$ cat config.mk
export PLATFORM = sky130hd
export DESIGN_NAME = pb_csr_bank
export DESIGN_NICKNAME = d
export VERILOG_FILES = /design/src/rtl/pb_pkg.sv /design/src/rtl/pb_csr_bank.sv /design/src/rtl/pb_pin_sync.sv /design/src/rtl/pb_timer.sv
export SDC_FILE = /design/constraint.sdc
export NUM_CORES = 1
export LEC_CHECK = 0
export ABC_AREA = 1
export BUFFER_PORTS_ARGS = -buffer_cell sky130_fd_sc_hd__buf_2
export CORE_ASPECT_RATIO = 0.9
export CORE_UTILIZATION = 58
export CTS_CLUSTER_DIAMETER = 60
export CTS_CLUSTER_SIZE = 20
export DETAILED_ROUTE_END_ITERATION = 16
export PLACE_DENSITY = 0.81
export SLEW_MARGIN = 0
export SYNTH_ARGS = -nofsm -noshare
export SYNTH_HDL_FRONTEND = slang
export SYNTH_HIERARCHICAL = 1
export SYNTH_SLANG_ARGS = --single-unit
$ cat constraint.sdc
create_clock -name mclk_i -period 3.6 [get_ports mclk_i]
set_clock_uncertainty 0.2 [all_clocks]
set_input_delay 0 -clock mclk_i [delete_from_list [all_inputs] [get_ports mclk_i]]
set_output_delay 0 -clock mclk_i [all_outputs]
set_load 0.05 [all_outputs]
$ cat src/rtl/pb_pkg.sv
// Purpose: Shared constants and types of the peripheral bridge register bank.
// Assumes: 20 MHz adapter clock; registers are 32-bit words at byte offsets.
// Notes: Bit positions are indices into the register words; F_PAR to F_XMT index the six-bit fault field.
package pb_pkg;
  localparam int CLK_MHZ = 20;
  localparam logic [11:0] CFG_OFS = 12'h000;
  localparam logic [11:0] CTL_OFS = 12'h004;
  localparam logic [11:0] STS_OFS = 12'h008;
  // Configuration word
  localparam int CFG_FLT_LSB = 26;
  localparam int CFG_PDN = 23;
  localparam int CFG_PUP = 22;
  localparam int CFG_PINIT = 18;
  localparam int CFG_PPDN = 17;
  localparam int CFG_PIC = 16;
  localparam int F_PAR = 5;
  localparam int F_WSQ = 4;
  localparam int F_URD = 3;
  localparam int F_ISQ = 2;
  localparam int F_MXT = 1;
  localparam int F_XMT = 0;
  // Control word
  localparam int CTL_MRD_LSB = 26;
  localparam int CTL_DEV_EN = 5;
  localparam int CTL_DMA_EN = 4;
  localparam int CTL_PIO_EN = 3;
  localparam int CTL_ENV_EN = 2;
  localparam int CTL_PF = 1;
  localparam int CTL_INIT = 0;
  localparam logic [31:0] CTL_RESET = 32'h0000_0004;
  // Status word
  localparam int STS_VEC_LSB = 24;
  localparam int STS_READ_DATA_TIMEOUT = 10;
  localparam int STS_RDS = 9;
  localparam int STS_ERR_LSB = 3;
  localparam int STS_LEB = 2;
  localparam int STS_STO = 1;
  localparam int STS_SSTO = 0;
  localparam int MAP_GROUP = 16;
  // Timing
  localparam int READ_DATA_TIMEOUT_US = 100;
  localparam int READ_DATA_TIMEOUT_CYC = READ_DATA_TIMEOUT_US * CLK_MHZ;
  localparam int BRIDGE_INIT_CTL_US = 500;
  localparam int PF_MS = 25;
  localparam int PF_PHASES = 5;
  typedef enum logic [2:0] {
    PF_IDLE = 3'b000,
    PF_AC_LOW_WARNING = 3'b001,
    PF_DC_LOW_WARNING = 3'b010,
    PF_HOLD = 3'b011,
    PF_UP_DC = 3'b100,
    PF_UP_INIT = 3'b101,
    PF_UP_AC = 3'b110
  } pb_pf_t;
endpackage : pb_pkg

$ cat src/rtl/pb_csr_bank.sv
// Purpose: Configuration, control and status registers of the peripheral bridge.
// Assumes: Backplane event inputs are one-cycle pulses on mclk_i.
// Notes: Register port answers every access one cycle after reg_sel_i.
`timescale 1ns/1ps
module pb_csr_bank import pb_pkg::*; #(
  parameter int BRIDGE_INIT_CTL_CYC = BRIDGE_INIT_CTL_US * CLK_MHZ,
  parameter int PF_STEP_CYC = PF_MS * 1000 * CLK_MHZ / PF_PHASES,
  parameter logic [5:0] TYPE_CODE = 6'h11 // arbitrary value
) (
  input wire logic mclk_i,
  input wire logic rst_i,
  input wire logic reg_sel_i,
  input wire logic reg_we_i,
  input wire logic [11:0] reg_addr_i,
  input wire logic [31:0] reg_wdata_i,
  output logic [31:0] reg_rdata_o,
  output logic reg_ack_o,
  input wire logic bp_parity_err_i,
  input wire logic bp_wmask_cmd_i,
  input wire logic bp_wdata_i,
  input wire logic bp_read_cmd_i,
  input wire logic bp_rdata_i,
  input wire logic bp_ilk_rmask_i,
  input wire logic bp_ilk_wmask_periph_i,
  input wire logic bp_transmitting_i,
  input wire logic [3:0] bp_id_driven_i,
  input wire logic [3:0] bp_id_latched_i,
  input wire logic bp_fault_i,
  input wire logic backplane_a_i,
  input wire logic bus_dead_i,
  input wire logic ac_low_warning_i,
  input wire logic periph_init_in_i,
  input wire logic periph_ac_low_in_i,
  input wire logic periph_power_ok_i,
  input wire logic [1:0] jumper_i,
  input wire logic interrupt_fielding_switch_i,
  input wire logic periph_br_i,
  input wire logic dma_read_sent_i,
  input wire logic dma_read_data_i,
  input wire logic dev_timeout_i,
  input wire logic [5:0] dma_err_i,
  input wire logic [8:0] dma_map_idx_i,
  input wire logic select_timeout_flag_i,
  input wire logic slave_sync_timeout_flag_i,
  input wire logic [3:0] vec_save_i,
  input wire logic [3:0] vec_read_ok_i,
  output logic dma_map_blocked_o,
  output logic [4:0] map_disable_field_o,
  output logic [8:0] failed_map_entry_reg_o,
  output logic dev_irq_o,
  output logic dma_irq_o,
  output logic pio_irq_o,
  output logic env_irq_o,
  output logic periph_ac_low_o,
  output logic periph_dc_low_o,
  output logic periph_init_o,
  output logic init_busy_o,
  output logic init_start_o
);
  localparam int TW = 24;

  function automatic logic hit(input logic [11:0] a, input logic [11:0] ofs);
    hit = (a == ofs);
  endfunction : hit

  logic [5:0] sync_lv;
  logic ac_low_s, pinit_s, paclo_s, pok_s;
  logic [1:0] jmp_s;
  logic ac_low_q, pinit_q, paclo_q;
  logic [5:0] flt;
  logic pdn, pup, pinit_seen, ppdn, pic;
  logic [4:0] map_disable_field;
  logic en_dev, en_dma, en_pio, en_env, pf_ctl;
  logic [3:0] vec_full;
  logic [6:0] err;
  logic leb, sto, ssto;
  logic wr_cfg, wr_ctl, wr_sts, init_pulse, pf_start;
  logic [31:0] cfg_clr, sts_clr;
  logic wseq_pend, rd_out, ilk_seen;
  logic [5:0] flt_set;
  logic [6:0] err_ev;
  logic locked, read_data_timeout_exp, pf_exp, pf_tmr_start, pf_done;
  pb_pf_t pf, next_pf;
  logic [31:0] cfg_word, ctl_word, sts_word;

  pb_pin_sync #(.W(6)) u_sync (
    .mclk_i(mclk_i),
    .rst_i(rst_i),
    .pin_i({ac_low_warning_i, periph_init_in_i, periph_ac_low_in_i, periph_power_ok_i,
      jumper_i}),
    .level_o(sync_lv)
  );
  assign {ac_low_s, pinit_s, paclo_s, pok_s, jmp_s} = sync_lv;

  assign wr_cfg = reg_sel_i && reg_we_i && hit(reg_addr_i, CFG_OFS);
  assign wr_ctl = reg_sel_i && reg_we_i && hit(reg_addr_i, CTL_OFS);
  assign wr_sts = reg_sel_i && reg_we_i && hit(reg_addr_i, STS_OFS);
  assign cfg_clr = wr_cfg ? reg_wdata_i : 32'h0000_0000;
  assign sts_clr = wr_sts ? reg_wdata_i : 32'h0000_0000;
  assign init_pulse = wr_ctl && reg_wdata_i[CTL_INIT] && !init_busy_o;
  assign pf_start = init_pulse || (wr_ctl && reg_wdata_i[CTL_PF] && !pf_ctl);

  // Timers: init 500 us, power-fail phases, DMA read data
  pb_timer #(.W(TW)) u_init_tmr (
    .mclk_i(mclk_i),
    .rst_i(rst_i),
    .start_i(init_pulse),
    .cancel_i(1'b0),
    .load_i(TW'(BRIDGE_INIT_CTL_CYC)),
    .busy_o(init_busy_o),
    .expired_o()
  );
  pb_timer #(.W(TW)) u_pf_tmr (
    .mclk_i(mclk_i),
    .rst_i(rst_i),
    .start_i(pf_tmr_start),
    .cancel_i(1'b0),
    .load_i(TW'(PF_STEP_CYC)),
    .busy_o(),
    .expired_o(pf_exp)
  );
  pb_timer #(.W(TW)) u_read_data_timeout_tmr (
    .mclk_i(mclk_i),
    .rst_i(rst_i),
    .start_i(dma_read_sent_i),
    .cancel_i(dma_read_data_i || dev_timeout_i),
    .load_i(TW'(READ_DATA_TIMEOUT_CYC)),
    .busy_o(),
    .expired_o(read_data_timeout_exp)
  );

  // Backplane protocol trackers
  always_ff @(posedge mclk_i or posedge rst_i) begin
    if (rst_i) begin
      wseq_pend <= 1'b0;
      rd_out <= 1'b0;
      ilk_seen <= 1'b0;
    end else begin
      wseq_pend <= bp_wmask_cmd_i;
      if (bp_read_cmd_i) begin
        rd_out <= 1'b1;
      end else if (bp_rdata_i) begin
        rd_out <= 1'b0;
      end
      if (bp_ilk_rmask_i) begin
        ilk_seen <= 1'b1;
      end else if (bp_ilk_wmask_periph_i) begin
        ilk_seen <= 1'b0;
      end
    end
  end

  always_comb begin
    flt_set = '0;
    flt_set[F_PAR] = bp_parity_err_i;
    flt_set[F_WSQ] = wseq_pend && !bp_wdata_i;
    flt_set[F_URD] = bp_rdata_i && !rd_out;
    flt_set[F_ISQ] = bp_ilk_wmask_periph_i && !ilk_seen;
    flt_set[F_MXT] = bp_transmitting_i && (bp_id_driven_i != bp_id_latched_i);
    flt_set[F_XMT] = bp_transmitting_i && bp_fault_i;
  end

  // Configuration flags; a set in the clear cycle wins
  always_ff @(posedge mclk_i or posedge rst_i) begin
    if (rst_i) begin
      flt <= '0;
      ac_low_q <= 1'b0;
      pinit_q <= 1'b0;
      paclo_q <= 1'b0;
      pdn <= 1'b0;
      pup <= 1'b0;
      pinit_seen <= 1'b0;
      ppdn <= 1'b0;
      pic <= 1'b0;
    end else begin
      ac_low_q <= ac_low_s;
      pinit_q <= pinit_s;
      paclo_q <= paclo_s;
      flt <= flt_set | (flt & ~cfg_clr[CFG_FLT_LSB +: 6]);
      pdn <= (ac_low_s && !ac_low_q) ||
        (pdn && !cfg_clr[CFG_PDN] && !(!ac_low_s && ac_low_q));
      pup <= (!ac_low_s && ac_low_q) ||
        (pup && !cfg_clr[CFG_PUP] && !(ac_low_s && !ac_low_q));
      pinit_seen <= (pinit_s && !pinit_q) || (pinit_seen && !cfg_clr[CFG_PINIT] && !pf_done);
      ppdn <= (paclo_s && !paclo_q) || (ppdn && !cfg_clr[CFG_PPDN] && !pf_done);
      pic <= pf_done || (pic && !cfg_clr[CFG_PIC] && !(pinit_s && !pinit_q));
    end
  end

  // Control register
  always_ff @(posedge mclk_i or posedge rst_i) begin
    if (rst_i) begin
      map_disable_field <= '0;
      en_dev <= CTL_RESET[CTL_DEV_EN];
      en_dma <= CTL_RESET[CTL_DMA_EN];
      en_pio <= CTL_RESET[CTL_PIO_EN];
      en_env <= CTL_RESET[CTL_ENV_EN];
      pf_ctl <= CTL_RESET[CTL_PF];
    end else if (init_pulse) begin
      map_disable_field <= '0;
      en_dev <= 1'b0;
      en_dma <= 1'b0;
      en_pio <= 1'b0;
      en_env <= 1'b0;
      pf_ctl <= 1'b0;
    end else begin
      if (wr_ctl) begin
        map_disable_field <= reg_wdata_i[CTL_MRD_LSB +: 5];
        en_dev <= reg_wdata_i[CTL_DEV_EN];
        en_dma <= reg_wdata_i[CTL_DMA_EN];
        en_pio <= reg_wdata_i[CTL_PIO_EN];
        en_env <= reg_wdata_i[CTL_ENV_EN];
        pf_ctl <= reg_wdata_i[CTL_PF];
      end
      if (backplane_a_i || bus_dead_i) begin
        en_dev <= 1'b0;
        en_pio <= 1'b0;
        en_env <= 1'b0;
      end
      if (backplane_a_i) begin
        en_dma <= 1'b0;
      end
    end
  end

  // Status register; the DMA error field locks on its first error
  assign err_ev = {read_data_timeout_exp, dma_err_i};
  assign locked = |err;
  always_ff @(posedge mclk_i or posedge rst_i) begin
    if (rst_i) begin
      err <= '0;
      leb <= 1'b0;
      sto <= 1'b0;
      ssto <= 1'b0;
      vec_full <= '0;
      failed_map_entry_reg_o <= '0;
    end else if (init_pulse) begin
      err <= '0;
      leb <= 1'b0;
      sto <= 1'b0;
      ssto <= 1'b0;
      vec_full <= '0;
    end else begin
      err[6:5] <= (locked ? 2'b00 : err_ev[6:5]) | (err[6:5] & ~sts_clr[STS_RDS +: 2]);
      err[4:0] <= (locked ? 5'b00000 : err_ev[4:0]) | (err[4:0] & ~sts_clr[STS_ERR_LSB +: 5]);
      if (!locked && |err_ev) begin
        failed_map_entry_reg_o <= dma_map_idx_i;
      end
      leb <= (locked && |err_ev) || (leb && !sts_clr[STS_LEB]);
      sto <= select_timeout_flag_i || (sto && !sts_clr[STS_STO]);
      ssto <= slave_sync_timeout_flag_i || (ssto && !sts_clr[STS_SSTO]);
      vec_full <= vec_save_i | (vec_full & ~vec_read_ok_i);
    end
  end

  // Peripheral bus power-fail sequencer
  always_comb begin
    next_pf = pf;
    pf_tmr_start = 1'b0;
    if (pf_start) begin
      next_pf = PF_AC_LOW_WARNING;
      pf_tmr_start = 1'b1;
    end else begin
      unique case (pf)
        PF_IDLE: next_pf = PF_IDLE;
        PF_AC_LOW_WARNING: if (pf_exp) begin
          next_pf = PF_DC_LOW_WARNING;
          pf_tmr_start = 1'b1;
        end
        PF_DC_LOW_WARNING: if (pf_exp) begin
          next_pf = PF_HOLD;
        end
        PF_HOLD: if (!pf_ctl && pok_s) begin
          next_pf = PF_UP_DC;
          pf_tmr_start = 1'b1;
        end
        PF_UP_DC: if (pf_exp) begin
          next_pf = PF_UP_INIT;
          pf_tmr_start = 1'b1;
        end
        PF_UP_INIT: if (pf_exp) begin
          next_pf = PF_UP_AC;
          pf_tmr_start = 1'b1;
        end
        PF_UP_AC: if (pf_exp) begin
          next_pf = PF_IDLE;
        end
        default: next_pf = PF_IDLE;
      endcase
    end
  end
  assign pf_done = (pf == PF_UP_AC) && pf_exp && !pf_start;

  always_ff @(posedge mclk_i or posedge rst_i) begin
    if (rst_i) begin
      pf <= PF_IDLE;
      periph_ac_low_o <= 1'b0;
      periph_dc_low_o <= 1'b0;
      periph_init_o <= 1'b0;
    end else begin
      pf <= next_pf;
      periph_ac_low_o <= (next_pf != PF_IDLE) && (next_pf != PF_UP_AC);
      periph_dc_low_o <= (next_pf == PF_DC_LOW_WARNING) || (next_pf == PF_HOLD);
      periph_init_o <= (next_pf == PF_HOLD) || (next_pf == PF_UP_DC);
    end
  end

  // Register reads; control and status are hidden while init runs
  assign cfg_word = {flt, 2'b00, pdn, pup, 3'b000, pinit_seen, ppdn, pic, 8'h00,
    TYPE_CODE, jmp_s};
  assign ctl_word = {1'b0, map_disable_field, 20'h0_0000, en_dev, en_dma, en_pio, en_env, pf_ctl,
    init_busy_o};
  assign sts_word = {4'h0, vec_full, 13'h0000, err[6:5], 1'b0, err[4:0], leb, sto, ssto};

  always_ff @(posedge mclk_i or posedge rst_i) begin
    if (rst_i) begin
      reg_ack_o <= 1'b0;
      reg_rdata_o <= '0;
      init_start_o <= 1'b0;
      dma_map_blocked_o <= 1'b0;
      map_disable_field_o <= '0;
    end else begin
      reg_ack_o <= reg_sel_i;
      reg_rdata_o <= 32'h0000_0000;
      if (reg_sel_i && !reg_we_i) begin
        if (hit(reg_addr_i, CFG_OFS)) begin
          reg_rdata_o <= cfg_word;
        end else if (hit(reg_addr_i, CTL_OFS) && !init_busy_o) begin
          reg_rdata_o <= ctl_word;
        end else if (hit(reg_addr_i, STS_OFS) && !init_busy_o) begin
          reg_rdata_o <= sts_word;
        end
      end
      init_start_o <= init_pulse;
      dma_map_blocked_o <= {5'h00, dma_map_idx_i} < (14'(map_disable_field) * 14'(MAP_GROUP));
      map_disable_field_o <= map_disable_field;
    end
  end

  // Interrupt request levels
  always_ff @(posedge mclk_i or posedge rst_i) begin
    if (rst_i) begin
      dev_irq_o <= 1'b0;
      dma_irq_o <= 1'b0;
      pio_irq_o <= 1'b0;
      env_irq_o <= 1'b0;
    end else begin
      dev_irq_o <= en_dev && interrupt_fielding_switch_i && periph_br_i;
      dma_irq_o <= en_dma && locked;
      pio_irq_o <= en_pio && (sto || ssto);
      env_irq_o <= en_env && (pdn || pup || pinit_seen || ppdn || pic);
    end
  end

  a_par_flag: assert property (
    @(posedge mclk_i) disable iff (rst_i) bp_parity_err_i |=> flt[F_PAR])
    else $error("parity fault flag not set");
  a_wseq_flag: assert property (
    @(posedge mclk_i) disable iff (rst_i) bp_wmask_cmd_i ##1 !bp_wdata_i |=> flt[F_WSQ])
    else $error("write sequence fault missed");
  a_mxt_flag: assert property (
    @(posedge mclk_i) disable iff (rst_i)
    bp_transmitting_i && (bp_id_driven_i != bp_id_latched_i) |=> flt[F_MXT])
    else $error("multiple transmitter fault missed");
  a_pdn_pup_excl: assert property (
    @(posedge mclk_i) disable iff (rst_i) !(pdn && pup))
    else $error("power down and power up flags both set");
  a_backplane_a_clear: assert property (
    @(posedge mclk_i) disable iff (rst_i) backplane_a_i && !init_pulse
    |=> !en_dma && !en_pio && !en_env && !en_dev)
    else $error("enables survive backplane backplane_a");
  a_init_busy_len: assert property (
    @(posedge mclk_i) disable iff (rst_i) $rose(init_busy_o) |-> init_busy_o [*8])
    else $error("bridge init ended too early");
  a_read_gate: assert property (
    @(posedge mclk_i) disable iff (rst_i)
    reg_sel_i && !reg_we_i && init_busy_o && !hit(reg_addr_i, CFG_OFS)
    |=> reg_ack_o && reg_rdata_o == 32'h0000_0000)
    else $error("register readable during bridge init");
  a_failed_map_entry_reg_frozen: assert property (
    @(posedge mclk_i) disable iff (rst_i) locked |=> $stable(failed_map_entry_reg_o))
    else $error("failed map entry changed while locked");
  a_pf_order: assert property (
    @(posedge mclk_i) disable iff (rst_i)
    $rose(periph_dc_low_o) |-> periph_ac_low_o && !periph_init_o)
    else $error("power-fail lines out of order");
  a_vec_clear: assert property (
    @(posedge mclk_i) disable iff (rst_i) vec_read_ok_i[0] && !vec_save_i[0] |=> !vec_full[0])
    else $error("vector full flag not cleared by read");
  a_dev_irq: assert property (
    @(posedge mclk_i) disable iff (rst_i)
    dev_irq_o |-> $past(en_dev && interrupt_fielding_switch_i && periph_br_i))
    else $error("device interrupt passed without enable");
endmodule : pb_csr_bank

$ cat src/rtl/pb_pin_sync.sv
// Purpose: Three-stage synchroniser for pins from outside the clock domain.
// Assumes: Pins are slow levels.
// Notes: A bit changes only once stages two and three agree.
`timescale 1ns/1ps
module pb_pin_sync #(
  parameter int W = 1
) (
  input wire logic mclk_i,
  input wire logic rst_i,
  input wire logic [W-1:0] pin_i,
  output logic [W-1:0] level_o
);
  logic [W-1:0] q1;
  logic [W-1:0] q2;
  logic [W-1:0] q3;

  always_ff @(posedge mclk_i or posedge rst_i) begin
    if (rst_i) begin
      q1 <= '0;
      q2 <= '0;
      q3 <= '0;
      level_o <= '0;
    end else begin
      q1 <= pin_i;
      q2 <= q1;
      q3 <= q2;
      // Stage one feeds stage two only
      level_o <= (q2 & q3) | (level_o & (q2 ^ q3));
    end
  end
endmodule : pb_pin_sync

$ cat src/rtl/pb_timer.sv
// Purpose: Retriggerable one-shot down counter.
// Assumes: load_i is at least one.
// Notes: expired_o pulses for one cycle when the count runs out.
`timescale 1ns/1ps
module pb_timer #(
  parameter int W = 24
) (
  input wire logic mclk_i,
  input wire logic rst_i,
  input wire logic start_i,
  input wire logic cancel_i,
  input wire logic [W-1:0] load_i,
  output logic busy_o,
  output logic expired_o
);
  logic [W-1:0] count;

  always_ff @(posedge mclk_i or posedge rst_i) begin
    if (rst_i) begin
      count <= '0;
      busy_o <= 1'b0;
      expired_o <= 1'b0;
    end else begin
      expired_o <= 1'b0;
      if (start_i) begin
        count <= load_i;
        busy_o <= 1'b1;
      end else if (cancel_i) begin
        busy_o <= 1'b0;
      end else if (busy_o) begin
        count <= count - 1'b1;
        if (count == {{(W-1){1'b0}}, 1'b1}) begin
          busy_o <= 1'b0;
          expired_o <= 1'b1;
        end
      end
    end
  end
endmodule : pb_timer

# Word level (Yosys, flattened, before mapping)
# Index checks and enable logic that the tools add are counted.
dict set report totals {
  register_bits 201
  latchBits 0
  mem_bits_rw 0
  romBits 0
  input_bits 103
  output_inout_bits 57
  word_cells 257
  memories 0
}
dict set report op_classes {
  n_addsub 3
  n_mul 0
  div_mod_pow 0
  magnitude_cmp 1
  n_eq_ne 17
  shift 0
  muxes 69
  n_bitwise 17
  reduce_logical 101
}
# cell n
set op_table {}
lappend op_table {{24-bit two-way mux} 7}
lappend op_table {{32-bit two-way mux} 3}
lappend op_table {{24-bit by 1-bit equality test with 1-bit output, second input constant} 3}
lappend op_table {{24-bit by 1-bit subtractor with 24-bit output, second input constant} 3}
lappend op_table {{1-bit logical AND} 44}
lappend op_table {{1-bit two-way mux} 41}
lappend op_table {{31-bit two-way mux} 1}
lappend op_table {{28-bit two-way mux} 1}
lappend op_table {{1-bit logical NOT} 24}
lappend op_table {{3-bit two-way mux} 7}
lappend op_table {{6-bit AND} 3}
lappend op_table {{1-bit logical OR} 18}
lappend op_table {{3-bit case mux with 6 select lines} 1}
lappend op_table {{5-bit two-way mux} 3}
lappend op_table {{7-bit OR reduction} 2}
lappend op_table {{12-bit by 3-bit equality test with 1-bit output, second input constant} 1}
lappend op_table {{12-bit by 4-bit equality test with 1-bit output, second input constant} 1}
lappend op_table {{3-bit by 2-bit equality test with 1-bit output, second input constant} 4}
lappend op_table {{3-bit equality test, second input constant} 4}
lappend op_table {{12-bit logical NOT} 1}
lappend op_table {{6-bit bitwise OR} 2}
lappend op_table {{2-bit nonzero test} 6}
lappend op_table {{11-bit two-way mux} 1}
lappend op_table {{9-bit < comparator} 1}
lappend op_table {{23 further kinds} 26}

# Longest topological paths before layout
# Gate-level depths: netlist (run 1).
dict set report depth {
  word_depth 10
  ltp_mapped 13
  ltp_nobuf 12
}

# Cells and area by module
# The synthesis (run 1) kept the hierarchy.
# mod n_inst cells_each area_per_inst_um2 seq_area_each_um2
set by_module_without_submodules {}
lappend by_module_without_submodules {pb_csr_bank 1 448 4013.8 2278.4}
lappend by_module_without_submodules {{pb_timer (u_read_data_timeout_tmr)} 1 273 1966.9 650.6}
lappend by_module_without_submodules {{pb_timer (u_init_tmr)} 1 274 1919.3 650.6}
lappend by_module_without_submodules {{pb_timer (u_pf_tmr)} 1 274 1885.6 650.6}
lappend by_module_without_submodules {pb_pin_sync 1 49 747.0 600.6}

# Least setup slack after synthesis (run 1)
# No wires, ideal clock.
dict set report synth_timing {
  path_type {reg2reg}
  start {reg u_init_tmr.busy_o}
  end {reg u_pf_tmr.count[0]}
  setup_time_ps 87
  arrival_ps 2209
  required_ps 3313
  path_slack_ps 1104
  stages_incl_launch_ff 12
  path_buffers 1
  period_less_slack_ps 2496
  cell_sequence {dfrtp_1 > nor2_1 > inv_1 > nor2_4 > nor2_1 > nand3_1 > inv_2 > nand3_2 > inv_2 > buf_4 > nand2_1 > o211ai_1}
}
dict set report synth_between {
  elab_chain_len 5
  word_cells_on_any_way 6
}
# item line
set synth_rtl {}
lappend synth_rtl {{from (decl)} pb_timer.sv:13} ;# output logic busy_o,
lappend synth_rtl {{from (signal assigned)} pb_timer.sv:21} ;# busy_o <= 1'b0;
lappend synth_rtl {{from (signal assigned)} pb_timer.sv:27} ;# busy_o <= 1'b1;
lappend synth_rtl {{from (signal assigned)} pb_timer.sv:29} ;# busy_o <= 1'b0;
lappend synth_rtl {{1-bit logical NOT (*)} pb_csr_bank.sv:100} ;# assign init_pulse = wr_ctl && reg_wdata_i[CTL_INIT] && !init_busy_o;
lappend synth_rtl {{1-bit logical AND (*)} pb_csr_bank.sv:100}
lappend synth_rtl {{1-bit logical OR (*)} pb_csr_bank.sv:101} ;# assign pf_start = init_pulse || (wr_ctl && reg_wdata_i[CTL_PF] && !pf_ctl);
lappend synth_rtl {{1-bit two-way mux (*)} pb_csr_bank.sv:260} ;# if (pf_start) begin
lappend synth_rtl {{via pf_tmr_start} pb_csr_bank.sv:82} ;# logic locked, read_data_timeout_exp, pf_exp, pf_tmr_start, pf_done;
lappend synth_rtl {{24-bit two-way mux or 2-bit nonzero test (tied branches)} n/a}
lappend synth_rtl {{to (signal assigned)} pb_timer.sv:26} ;# count <= load_i;
lappend synth_rtl {{to (signal assigned)} pb_timer.sv:31} ;# count <= count - 1'b1;
lappend synth_rtl {{to (decl)} pb_timer.sv:16} ;# logic [W-1:0] count;
# Mark *: on every way through the listed nets, which the timed path passes. The rest lies on a longest branch.
# A chain may end at the register's enable or synchronous reset.

# Worst setup path after layout (run 1)
dict set report layout_timing {
  start {in reg_addr_i[8]}
  end {reg pic}
}
dict set report layout_between {
  elab_chain_len 8
  word_cells_on_any_way 16
}
# item line
set layout_rtl {}
lappend layout_rtl {{from (decl)} pb_csr_bank.sv:14} ;# input wire logic [11:0] reg_addr_i,
lappend layout_rtl {{12-bit by 3-bit equality test with 1-bit output} pb_csr_bank.sv:63} ;# hit = (a == ofs);
lappend layout_rtl {{1-bit logical AND} pb_csr_bank.sv:96} ;# assign wr_ctl = reg_sel_i && reg_we_i && hit(reg_addr_i, CTL_OFS);
lappend layout_rtl {{1-bit logical AND, on equally long branches (2 in a row)} {pb_csr_bank.sv:100, pb_csr_bank.sv:101}}
lappend layout_rtl {{1-bit logical OR} pb_csr_bank.sv:101}
lappend layout_rtl {{1-bit logical NOT} pb_csr_bank.sv:292} ;# assign pf_done = (pf == PF_UP_AC) && pf_exp && !pf_start;
lappend layout_rtl {{1-bit logical AND} pb_csr_bank.sv:292}
lappend layout_rtl {{1-bit logical OR (*)} pb_csr_bank.sv:186} ;# pic <= pf_done || (pic && !cfg_clr[CFG_PIC] && !(pinit_s && !pinit_q));
lappend layout_rtl {{to (signal assigned)} pb_csr_bank.sv:186}
lappend layout_rtl {{to (decl)} pb_csr_bank.sv:71} ;# logic pdn, pup, pinit_seen, ppdn, pic;
# Mark *: on every way between the ends. The rest lies on a longest branch, timed or not.

==> results of run 1 <==
metal layers:
metal / up-vias / track usage, %
li1: 4749 / -
met1: 4774 / 41.04
met2: 525 / 55.10
met3: 147 / 7.871
met4: 0 / 19.77
met5: - / 0
worst max-delay path: cells and delay by family:
family | cells | cell delay, ns
AND/OR/NAND/NOR | 8 | 1.10
buffers and inverters | 5 | 2.36
worst paths after layout:
| check | startpoint | to | slack (ns) | cells past startpoint |
|---|---|---|---|---|
| worst max-delay path | reg_addr_i[8] | pic | 0.23 | 13 |
| worst min-delay path | jumper_i[1] | u_sync/q1[1] | 0.03 | 2 |
| worst max register to register | u_init_tmr/busy_o | u_pf_tmr/count[3] | 0.52 | 10 |
| worst min register to register | u_sync/q1[5] | u_sync/q2[5] | 0.15 | 0 |
| max in group asynchronous | rst_i | paclo_q | 2.21 | 3 |
| min in group asynchronous | rst_i | u_sync/q1[2] | 0.19 | 3 |
state kept, by name, indices dropped and copies added (netlist names), 7 cells and up:
register,count
u_read_data_timeout_tmr/count,24
reg_rdata_o,23
u_pf_tmr/count,24
err,7
u_init_tmr/count,24
failed_map_entry_reg_o,9
placed cells by master, fill, tap and decap left out, types with 28 or more instances in the layout:
cell type and instances:
conb_1 83, nor2_2 28, dlygate4sd3_1 97, a21oi_1 29
inv_1 158, dfrtp_1 191, o21ai_0 62, nand3_1 136
nand2_1 354, nor2_1 99, nand4_1 28, buf_2 139
area by class of cell:
class                      count  share of cell area [%]
inverter                     173                   4.957
clock inverter                15                   1.251
timing repair buffer         243                   13.02
sequential                   192                   36.40
multi-input combinational    998                   38.87
tap                          240                   2.275
clock buffer                  17                   3.222
report_power, final:
group | internal (mW) | total, mW | switching, mW
sequential | 2.27 | 2.40 | 0.126
clock | 0.935 | 1.90 | 0.965
combinational | 0.267 | 0.743 | 0.476
total | 3.47 | 5.04 | 1.57
through the flow:
step / instance area, um^2 / std cells / power, mW / setup WS [ns]
6_report: 13200 / 1878 / 5.038 / 0.2306
5_1_grt: 13200 / 1878 / 5.245 / 0.05951
4_1_cts: 13170 / 1875 / 5.010 / 0.1023
3_5_place_dp: 11610 / 1746 / 3.067 / 0.7172
3_3_place_gp: 11610 / 1746 / 3.036 / 0.8430
2_1_floorplan: 10800 / 1396 / 2.894 / 1.038
timing repair:
action	in CTS	in global routing
gates resized for setup	0	1
setup buffers	0	3
hold endpoints to repair	286	0
endpoints found under the setup margin	0	1
hold buffers	97	0
==> reports/metrics.yaml, run 1 <==
antennaDiodeCount: 0
wl_met2_um: 14930
die_h_um: 129.6
cp_cell_sequence: "dlygate4sd3_1 > buf_2 > nor2_1 > dlygate4sd3_1 > nand2_2 > nor2_8 > nand2_2 > nor2_4 > nand2_1 > dlygate4sd3_1 > nand3_1 > nand2_1 > dlygate4sd3_1"
critPathMaxFanout: 15
highest_layer: "met4"
gp_congestion: 0.8635
wl_met1_um: 11890
io-pin-count: 160
grt_pass1_vias: 9883
clock_path_buffers: 2
path_class: "in2reg"
ir_drop_mv: 0.4142
cpPeakStageDelay_ns: 0.59
vias_per_cell: 5.429
avgSynthCellArea_um2: 7.985
core_area_um2: 17670
tightest_slew_ns: 1.140
ant_nets: 0
fin_crit_ns: 3.369
num_vias: 10200
yosys_warnings: 6
grt_first_pass_wirelength_um: 48270
hpwl_um: 17430
ff_latch_area_um2: 4806
cp-end-kind: "flip-flop"
hold_path.class: "in2reg"
clkLatencyLatePin_ns: 0.44
multiInputGateArea_um2: 5131
routedWlPerCell_um: 16.29
port_buffers: 139
gr-total-overflow: 0
pwr_density_cell_nw_per_um2: 381.6
ctsHtreeMaxLevel: 4
fin_util_pct: 74.71
grt_max_degree: 92
max_freq_mhz: 296.8
synth.cell_area_um2: 10500
max_cap_violations: 0
fill_cells: 1164
cpMaxStageDelayCell: "dlygate4sd3_1"
core.rowCount: 46
start_util_pct: 59.43
status: "finished clean"
rsz0062_at_grt: "false"
wl_met3_um: 2205
cts_tree: "built"
grt_usage_pct: 33.74
final_hold_viol_count: 0
drtIter0Drc: 950
maxSlewViolCount: 0
leakagePower_nw: 6.754
hold_slack_ns: 0.02808
clk_pin_slew_ns: 0.07
finalCritPeriodShare_pct: 93.60
setup-tns-final_ns: 0
startpoint_type: "input pin"
worstPathRequired_ns: 3.72
drive_gt1_share_pct: 17.95
cts_sinks: 192
path_common_cell: "dlygate4sd3_1"
cts-root-buf: "clkbuf_16"
drtPass1Iterations: 6
die_area_um2: 18650
cp.arrival_ns: 3.49
drt-total-wl_um: 30590
antenna_found_initial: 0
post-route-drc-count: 0
num-nets-final: 1744
chipWidth_um: 143.8
cts-buffers-inserted: 17
synth_cells: 1315
setup_viol: 0
synthToLayoutAreaGrowth_pct: 25.73
slew-limit-headroom_pct: 23.97
No activity file was read; power rests on OpenSTA's default activity.
==> run 2: changes to the inputs <==
Settings changed: CORE_ASPECT_RATIO 0.9 to unset, SKIP_LAST_GASP set to 1.
==> run 2 against run 1 <==
  * Via count down 2.0%
  * Critical endpoint is now flt[1]
  * Utilization up 0.74 points
  * Sequential cell count unchanged
  * Routed wire length down 5.6%
  * Clock-buffer cell count unchanged
  * Fmax up 5.4%
  * Setup slack better by 0.17 ns
  * Sequential power about the same
  * Clock power about the same
==> reports/metrics.yaml, run 2 (synthesized netlist as in run 1, its figures left out) <==
ir_drop_mv: 0.3771  # -8.9%
holdPathStages: 2  # unchanged
power_switching_mw: 1.534  # -2.0%
finalCritPeriodShare_pct: 88.82  # -4.8 points
hold_path.class: "in2reg"
hp-start: "periph_power_ok_i"
r2r-end: "u_pf_tmr/count[7]"
grt_first_pass_wirelength_um: 47530  # -1.5%
port_buffers: 139  # unchanged
drtIter0Drc: 907  # -4.5%
die_area_um2: 18650  # about the same
pwr_density_cell_nw_per_um2: 380.0  # -0.42%
clk_pin_slew_ns: 0.08  # about the same
drt-total-wl_um: 28870  # -5.6%
leakagePower_nw: 6.756  # about the same
die_h_um: 136.6  # +5.3%
num-nets-final: 1745  # +0.057%
post-route-drc-count: 0  # unchanged
worstPathRequired_ns: 3.69  # -0.03 ns
stdcell_area_um2: 13190  # -0.11%
seq_power_share_pct: 47.7  # about the same
path_common_cell: "dlygate4sd3_1"
ctsHtreeMaxLevel: 4  # unchanged
final_cells: 1864  # -0.75%
hold_slack_ns: 0.01503  # -0.01305 ns
grt_pass1_vias: 9967  # +0.85%
antenna_found_initial: 0  # unchanged
routedWlPerCell_um: 15.49  # -4.9%
setup_viol: 0  # unchanged
gp_congestion: 0.8369  # -3.1%
slew-limit-headroom_pct: 29.26  # +5.3 points
ant_nets: 0  # unchanged
setup-tns-final_ns: 0  # unchanged
largestRegisters: "u_init_tmr/count (24), u_pf_tmr/count (24), u_read_data_timeout_tmr/count (24)"
max_freq_mhz: 312.7  # +5.4%
dpl_cell_area_um2: 11600  # about the same
drtPass1Iterations: 5  # -1
synthToLayoutAreaGrowth_pct: 25.58
cpMaxStageDelayCell: "dlygate4sd3_1"
fin_crit_ns: 3.198  # -0.1719 ns
combPwrFrac_pct: 14.6  # about the same
ff_latch_area_um2: 4806  # unchanged
crit-reg2reg-launch: "u_init_tmr/busy_o"
reg2reg_depth: 10  # unchanged
swShare_pct: 30.62  # -0.47 points
r2r_slack_ns: 0.67  # +0.15 ns
status: "finished clean"
max_cap_violations: 0  # unchanged
chipWidth_um: 136.6  # -5.1%
dp.cells: 1732  # -0.80%
core_area_um2: 17480  # -1.1%
mostFrequentLayoutCell: "nand2_1"
fin_util_pct: 75.45  # +0.74 points
hpwl_um: 17840  # +2.4%
maxSlewViolCount: 0  # unchanged
power_frac_clock_pct: 37.7  # about the same
start_util_pct: 60.08  # +0.66 points
gr-total-overflow: 0  # unchanged
antennaDiodeCount: 0  # unchanged
cts_tree: "built"
cp-end-kind: "flip-flop"
place_ws_ns: 0.7703  # +0.05308 ns
worst_slack_ns: 0.4025  # +0.1719 ns
num_vias: 9991  # -2.0%
cp_cell_sequence: "dlygate4sd3_1 > buf_2 > nor2_1 > dlygate4sd3_1 > nand2_2 > nor2_8 > nand2_2 > nor2_2 > nand2_1 > a22o_1 > dlygate4sd3_1"
drive_gt1_share_pct: 17.82  # -0.13 points
cts-root-buf: "clkbuf_16"
clkLatencyLatePin_ns: 0.44  # about the same
vias_per_cell: 5.360  # -1.3%
whs_endpoint: "u_sync/q1[2]"
clock_path_buffers: 2  # unchanged
p_int_mw: 3.477  # +0.14%
cpPeakStageDelay_ns: 0.65  # +0.06 ns
multiInputGateArea_um2: 5126  # about the same
final_hold_viol_count: 0  # unchanged
startpoint_type: "input pin"
fill_cells: 1201  # +3.2%
finalPower_mw: 5.011  # -0.54%
io-pin-count: 160  # unchanged
rsz0062_at_grt: "false"
grt_usage_pct: 32.68  # -1.1 points
tightest_slew_ns: 1.060  # -0.08048 ns
cp.arrival_ns: 3.29  # -0.20 ns
layout_common_cells: "nand2_1 (354), dfrtp_1 (191), inv_1 (158), buf_2 (139), nand3_1 (136)"
path_class: "in2reg"
grt_max_degree: 71  # -23%
cts_sinks: 192  # unchanged
critPathMaxFanout: 15  # unchanged
core.rowCount: 48  # +4.3%
cts-buffers-inserted: 17  # unchanged
-- run 2: changes by cell type in the layout (fill, tap and decap cells not counted) --
cell | previous run | this run
clkinv_4 | 2 | 0
inv_6 | 5 | 4
dlygate4sd3_1 | 97 | 100
nor2_4 | 25 | 24
clkinvlp_4 | 0 | 1
inv_8 | 3 | 7
buf_4 | 7 | 5
nor2_2 | 28 | 29
clkinv_8 | 4 | 2
-- run 2: what timing repair did --
item,4_1_cts,5_1_grt
setup endpoints to repair,0,0
hold endpoints to repair,264,0
setup buffers,0,0
hold buffers,100,0
resized for setup,0,0
-- run 2: layer usage --
metal	GRT usage, %	part of all wire, %
met1	38.29	39
met5	0	0
met2	55.16	51
met3	7.481	6.4
met4	18.64	4.3
-- run 2: critical path, delay by kind of cell --
kind | cells | cell delay [ns]
buf+inv | 4 | 1.87
simple gates | 6 | 1.20
compound gates | 1 | 0.20
-- run 2: power by group through the flow --
stage / logic (mW) / clock network [mW] / registers, mW
final: 0.731 / 1.89 / 2.39
after global routing: 0.822 / 2.00 / 2.40
after CTS: 0.716 / 1.91 / 2.39
after detailed placement: 0.643 / 0 / 2.43
after global placement: 0.620 / 0 / 2.42
after floorplan: 0.473 / 0 / 2.42
-- run 2: how the worst max path moves through the flow --
stage                            startpoint             endpoint  cells past startpoint
after CTS                     reg_addr_i[8]  u_init_tmr/count[3]                     15
after floorplan                       rst_i             ac_low_q                      1
after global routing          reg_addr_i[8]    u_pf_tmr/count[3]                     15
after global placement    u_init_tmr/busy_o    u_pf_tmr/count[7]                     10
after detailed placement  u_init_tmr/busy_o    u_pf_tmr/count[3]                     10
final                         reg_addr_i[8]               flt[1]                     11
-- run 2: final cells by class --
type                            instances  share of cell area (%)
Multi-Input combinational cell        998                   38.87
Sequential cell                       192                   36.45
Timing Repair Buffer                  244                   13.15
Inverter                              173                   4.963
Clock buffer                           17                   3.226
Tap cell                              225                   2.135
Clock inverter                         15                   1.205
==> run 3: changes to the inputs <==
Settings changed: CORE_UTILIZATION 58 to 30, PLACE_DENSITY 0.81 to 0.48, SYNTH_HIERARCHICAL 1 to unset.
==> run 3 against run 2 <==
  * Fmax up 4.6%
  * Total power shrank 6.9%
  * Non-clock buffer count up 14
  * Combinational power down 32%
  * Global-route usage decreased by 17 points
  * First-iteration DRC count fell by 56%
  * Critical path type unchanged
  * Largest cell class is now flip-flops and latches
==> reports/metrics.yaml, run 3 <==
status: "finished clean"
chipWidth_um: 176.1  # +29%
num-nets-final: 1446  # -17%
synth_top_area_cell: "dfrtp_1"
leakagePower_nw: 5.668  # -16%
setup-tns-final_ns: 0  # unchanged
num_vias: 7863  # -21%
reg2reg_depth: 6  # -4
ctsHtreeMaxLevel: 4  # unchanged
pwr_density_cell_nw_per_um2: 392.4  # +3.3%
crit_end: "err[1]"
fill_cells: 3037  # +150%
routedWlPerCell_um: 13.83  # -11%
clock_path_buffers: 2  # unchanged
gr-total-overflow: 0  # unchanged
avgSynthCellArea_um2: 8.493  # +6.4%
cts-buffers-inserted: 17  # unchanged
synth.top_cell.area_share_pct: 52.54
rsz0062_at_grt: "false"
ys_seq_elements: 192
synth_edf_count: 0
cts_resized: 0  # unchanged
largestRegisters: "u_init_tmr.count (24), u_pf_tmr.count (24), u_read_data_timeout_tmr.count (24)"
synthToLayoutAreaGrowth_pct: 30.72
synthTopCellsByCount: "dfrtp_1 (191), nand2_1 (191), nor2_1 (159)"
vias_per_cell: 4.545  # -15%
seq_area_frac_synth_pct: 52.83
place_ws_ns: 1.300  # +0.5294 ns
hpwl_um: 17120  # -4.0%
dp.cells: 1588  # -8.3%
final_hold_viol_count: 0  # unchanged
io-pin-count: 160  # unchanged
synth.cell_area_um2: 9096  # -13%
final_cells: 1730  # -7.2%
grt_usage_pct: 15.96  # -17 points
r2r_slack_ns: 0.76  # +0.09 ns
slew-limit-headroom_pct: 42.99  # +14 points
dpl_cell_area_um2: 10210  # -12%
crit-reg2reg-launch: "u_init_tmr.busy_o"
fin_util_pct: 40.01  # -35 points
grt_max_degree: 76  # +7.0%
max_freq_mhz: 327.2  # +4.6%
max_cap_violations: 0  # unchanged
drtIter0Drc: 398  # -56%
start_util_pct: 30.61  # -29 points
critPathMaxFanout: 16  # +1
worst_slack_ns: 0.5437  # +0.1412 ns
cts_tree: "built"
layout_common_cells: "nand2_1 (191), dfrtp_1 (191), nor2_1 (159), buf_2 (139), inv_1 (131)"
gp_congestion: 0.7830  # -6.4%
drive_gt1_share_pct: 15.15  # -2.7 points
grt_first_pass_wirelength_um: 39180  # -18%
synth-async-reset-ratio_pct: 100.0
cp.arrival_ns: 3.17  # -0.12 ns
yosys_warnings: 0  # -6
ant_nets: 0  # unchanged
tightest_slew_ns: 0.8520  # -0.2080 ns
clk_pin_slew_ns: 0.07  # about the same
yosys-top-cells-area: "dfrtp_1 (53%), nand2_1 (7.9%), nor2_1 (6.6%), inv_1 (5.4%), nand3_1 (4.5%)"
ir_drop_mv: 0.2835  # -25%
post-route-drc-count: 0  # unchanged
startpoint_type: "input pin"
synth-main-ff-cell: "dfrtp_1"
grt_pass1_vias: 7808  # -22%
drt-total-wl_um: 23930  # -17%
worstPathRequired_ns: 3.71  # +0.02 ns
cts_sinks: 192  # unchanged
cts-root-buf: "clkbuf_16"
synth_cells: 1071  # -19%
cp-end-kind: "flip-flop"
die_h_um: 176.1  # +29%
clkLatencyLatePin_ns: 0.43  # about the same
antennaDiodeCount: 0  # unchanged
yosysUniqueCellTypes: 46
finalCritPeriodShare_pct: 84.90  # -3.9 points
startpoint: "reg_addr_i[11]"
r2r-end: "err[1]"
drtPass1Iterations: 4  # -1
port_buffers: 139  # unchanged
core_area_um2: 29720  # +70%
antenna_found_initial: 0  # unchanged
stdcell_area_um2: 11890  # -9.8%
finalPower_mw: 4.665  # -6.9%
maxSlewViolCount: 0  # unchanged
setup_viol: 0  # unchanged
path_class: "in2reg"
die_area_um2: 31020  # +66%
hold_slack_ns: 0.01742  # +0.002392 ns
hold_path.class: "in2reg"
core.rowCount: 63  # +31%
fin_crit_ns: 3.056  # -0.1412 ns
[run 3: report_power, final]
group	internal, mW	leakage (nW)	switching (mW)
Clock	1.01	0.278	0.877
Combinational	0.188	3.14	0.309
Sequential	2.23	2.25	0.0472
Total	3.43	5.67	1.23
[run 3: cell families (layout without fill, tap and decap cells)]
logic type,count (synthesis),after routing,share of synthesized area (%)
xor gates and xnor gates,23,23,2.215
AOI/OAI and AO/OA,150,150,9.037
DFF,192,192,52.83
and+or+nand+nor,526,526,25.97
buffers and inverters,163,424,7.703
adders and majority gates,16,16,2.201
other,1,9,0.04123
[run 3: final cells by class]
class	count	area, um^2	area share [%]
clock buffer	20	456.7	3.841
clock inverter	12	123.9	1.042
inverter	134	506.7	4.262
multi-input combinational	724	3620	30.44
sequential	192	4806	40.42
tap	390	488.0	4.104
timing repair buffer	258	1889	15.89
[run 3: metal layers]
metal  global-route usage, %  vias up  part of all wire, %
met2                   26.67      157                   47
met4                   5.543        0                  1.8
met3                   2.907       28                  4.0
met5                       0        -                    0
li1                        -     3981                    -
met1                   20.64     3697                   48
[run 3: critical path: stages]
cell and delay [ns]:
dlygate4sd3_1 0.54, buf_2 0.13, nor2_1 0.09, nand2_1 0.12, nor2_4 0.25, nand2_4 0.14
nor2_8 0.24, nand3_4 0.28, nand3_1 0.16, dlygate4sd3_1 0.55, o21ai_0 0.08, dlygate4sd3_1 0.58
[run 3: how the worst min path moves through the flow]
stage	start	endpoint	slack [ns]	cells after the start
floorplan	reg_sel_i	reg_ack_o	-0.17	0
global placement	rst_i	u_sync.q1[1]	-0.10	2
detailed placement	rst_i	u_sync.q1[1]	-0.1	2
CTS	bp_wmask_cmd_i	wseq_pend	0.003	2
global route	bp_wmask_cmd_i	wseq_pend	0.02	2
finish	bp_wmask_cmd_i	wseq_pend	0.02	2
[run 3: timing repair]
item                                   CTS  global route
hold buffers                           110             0
endpoints found under the hold margin  279             0
buffers inserted                         0             0
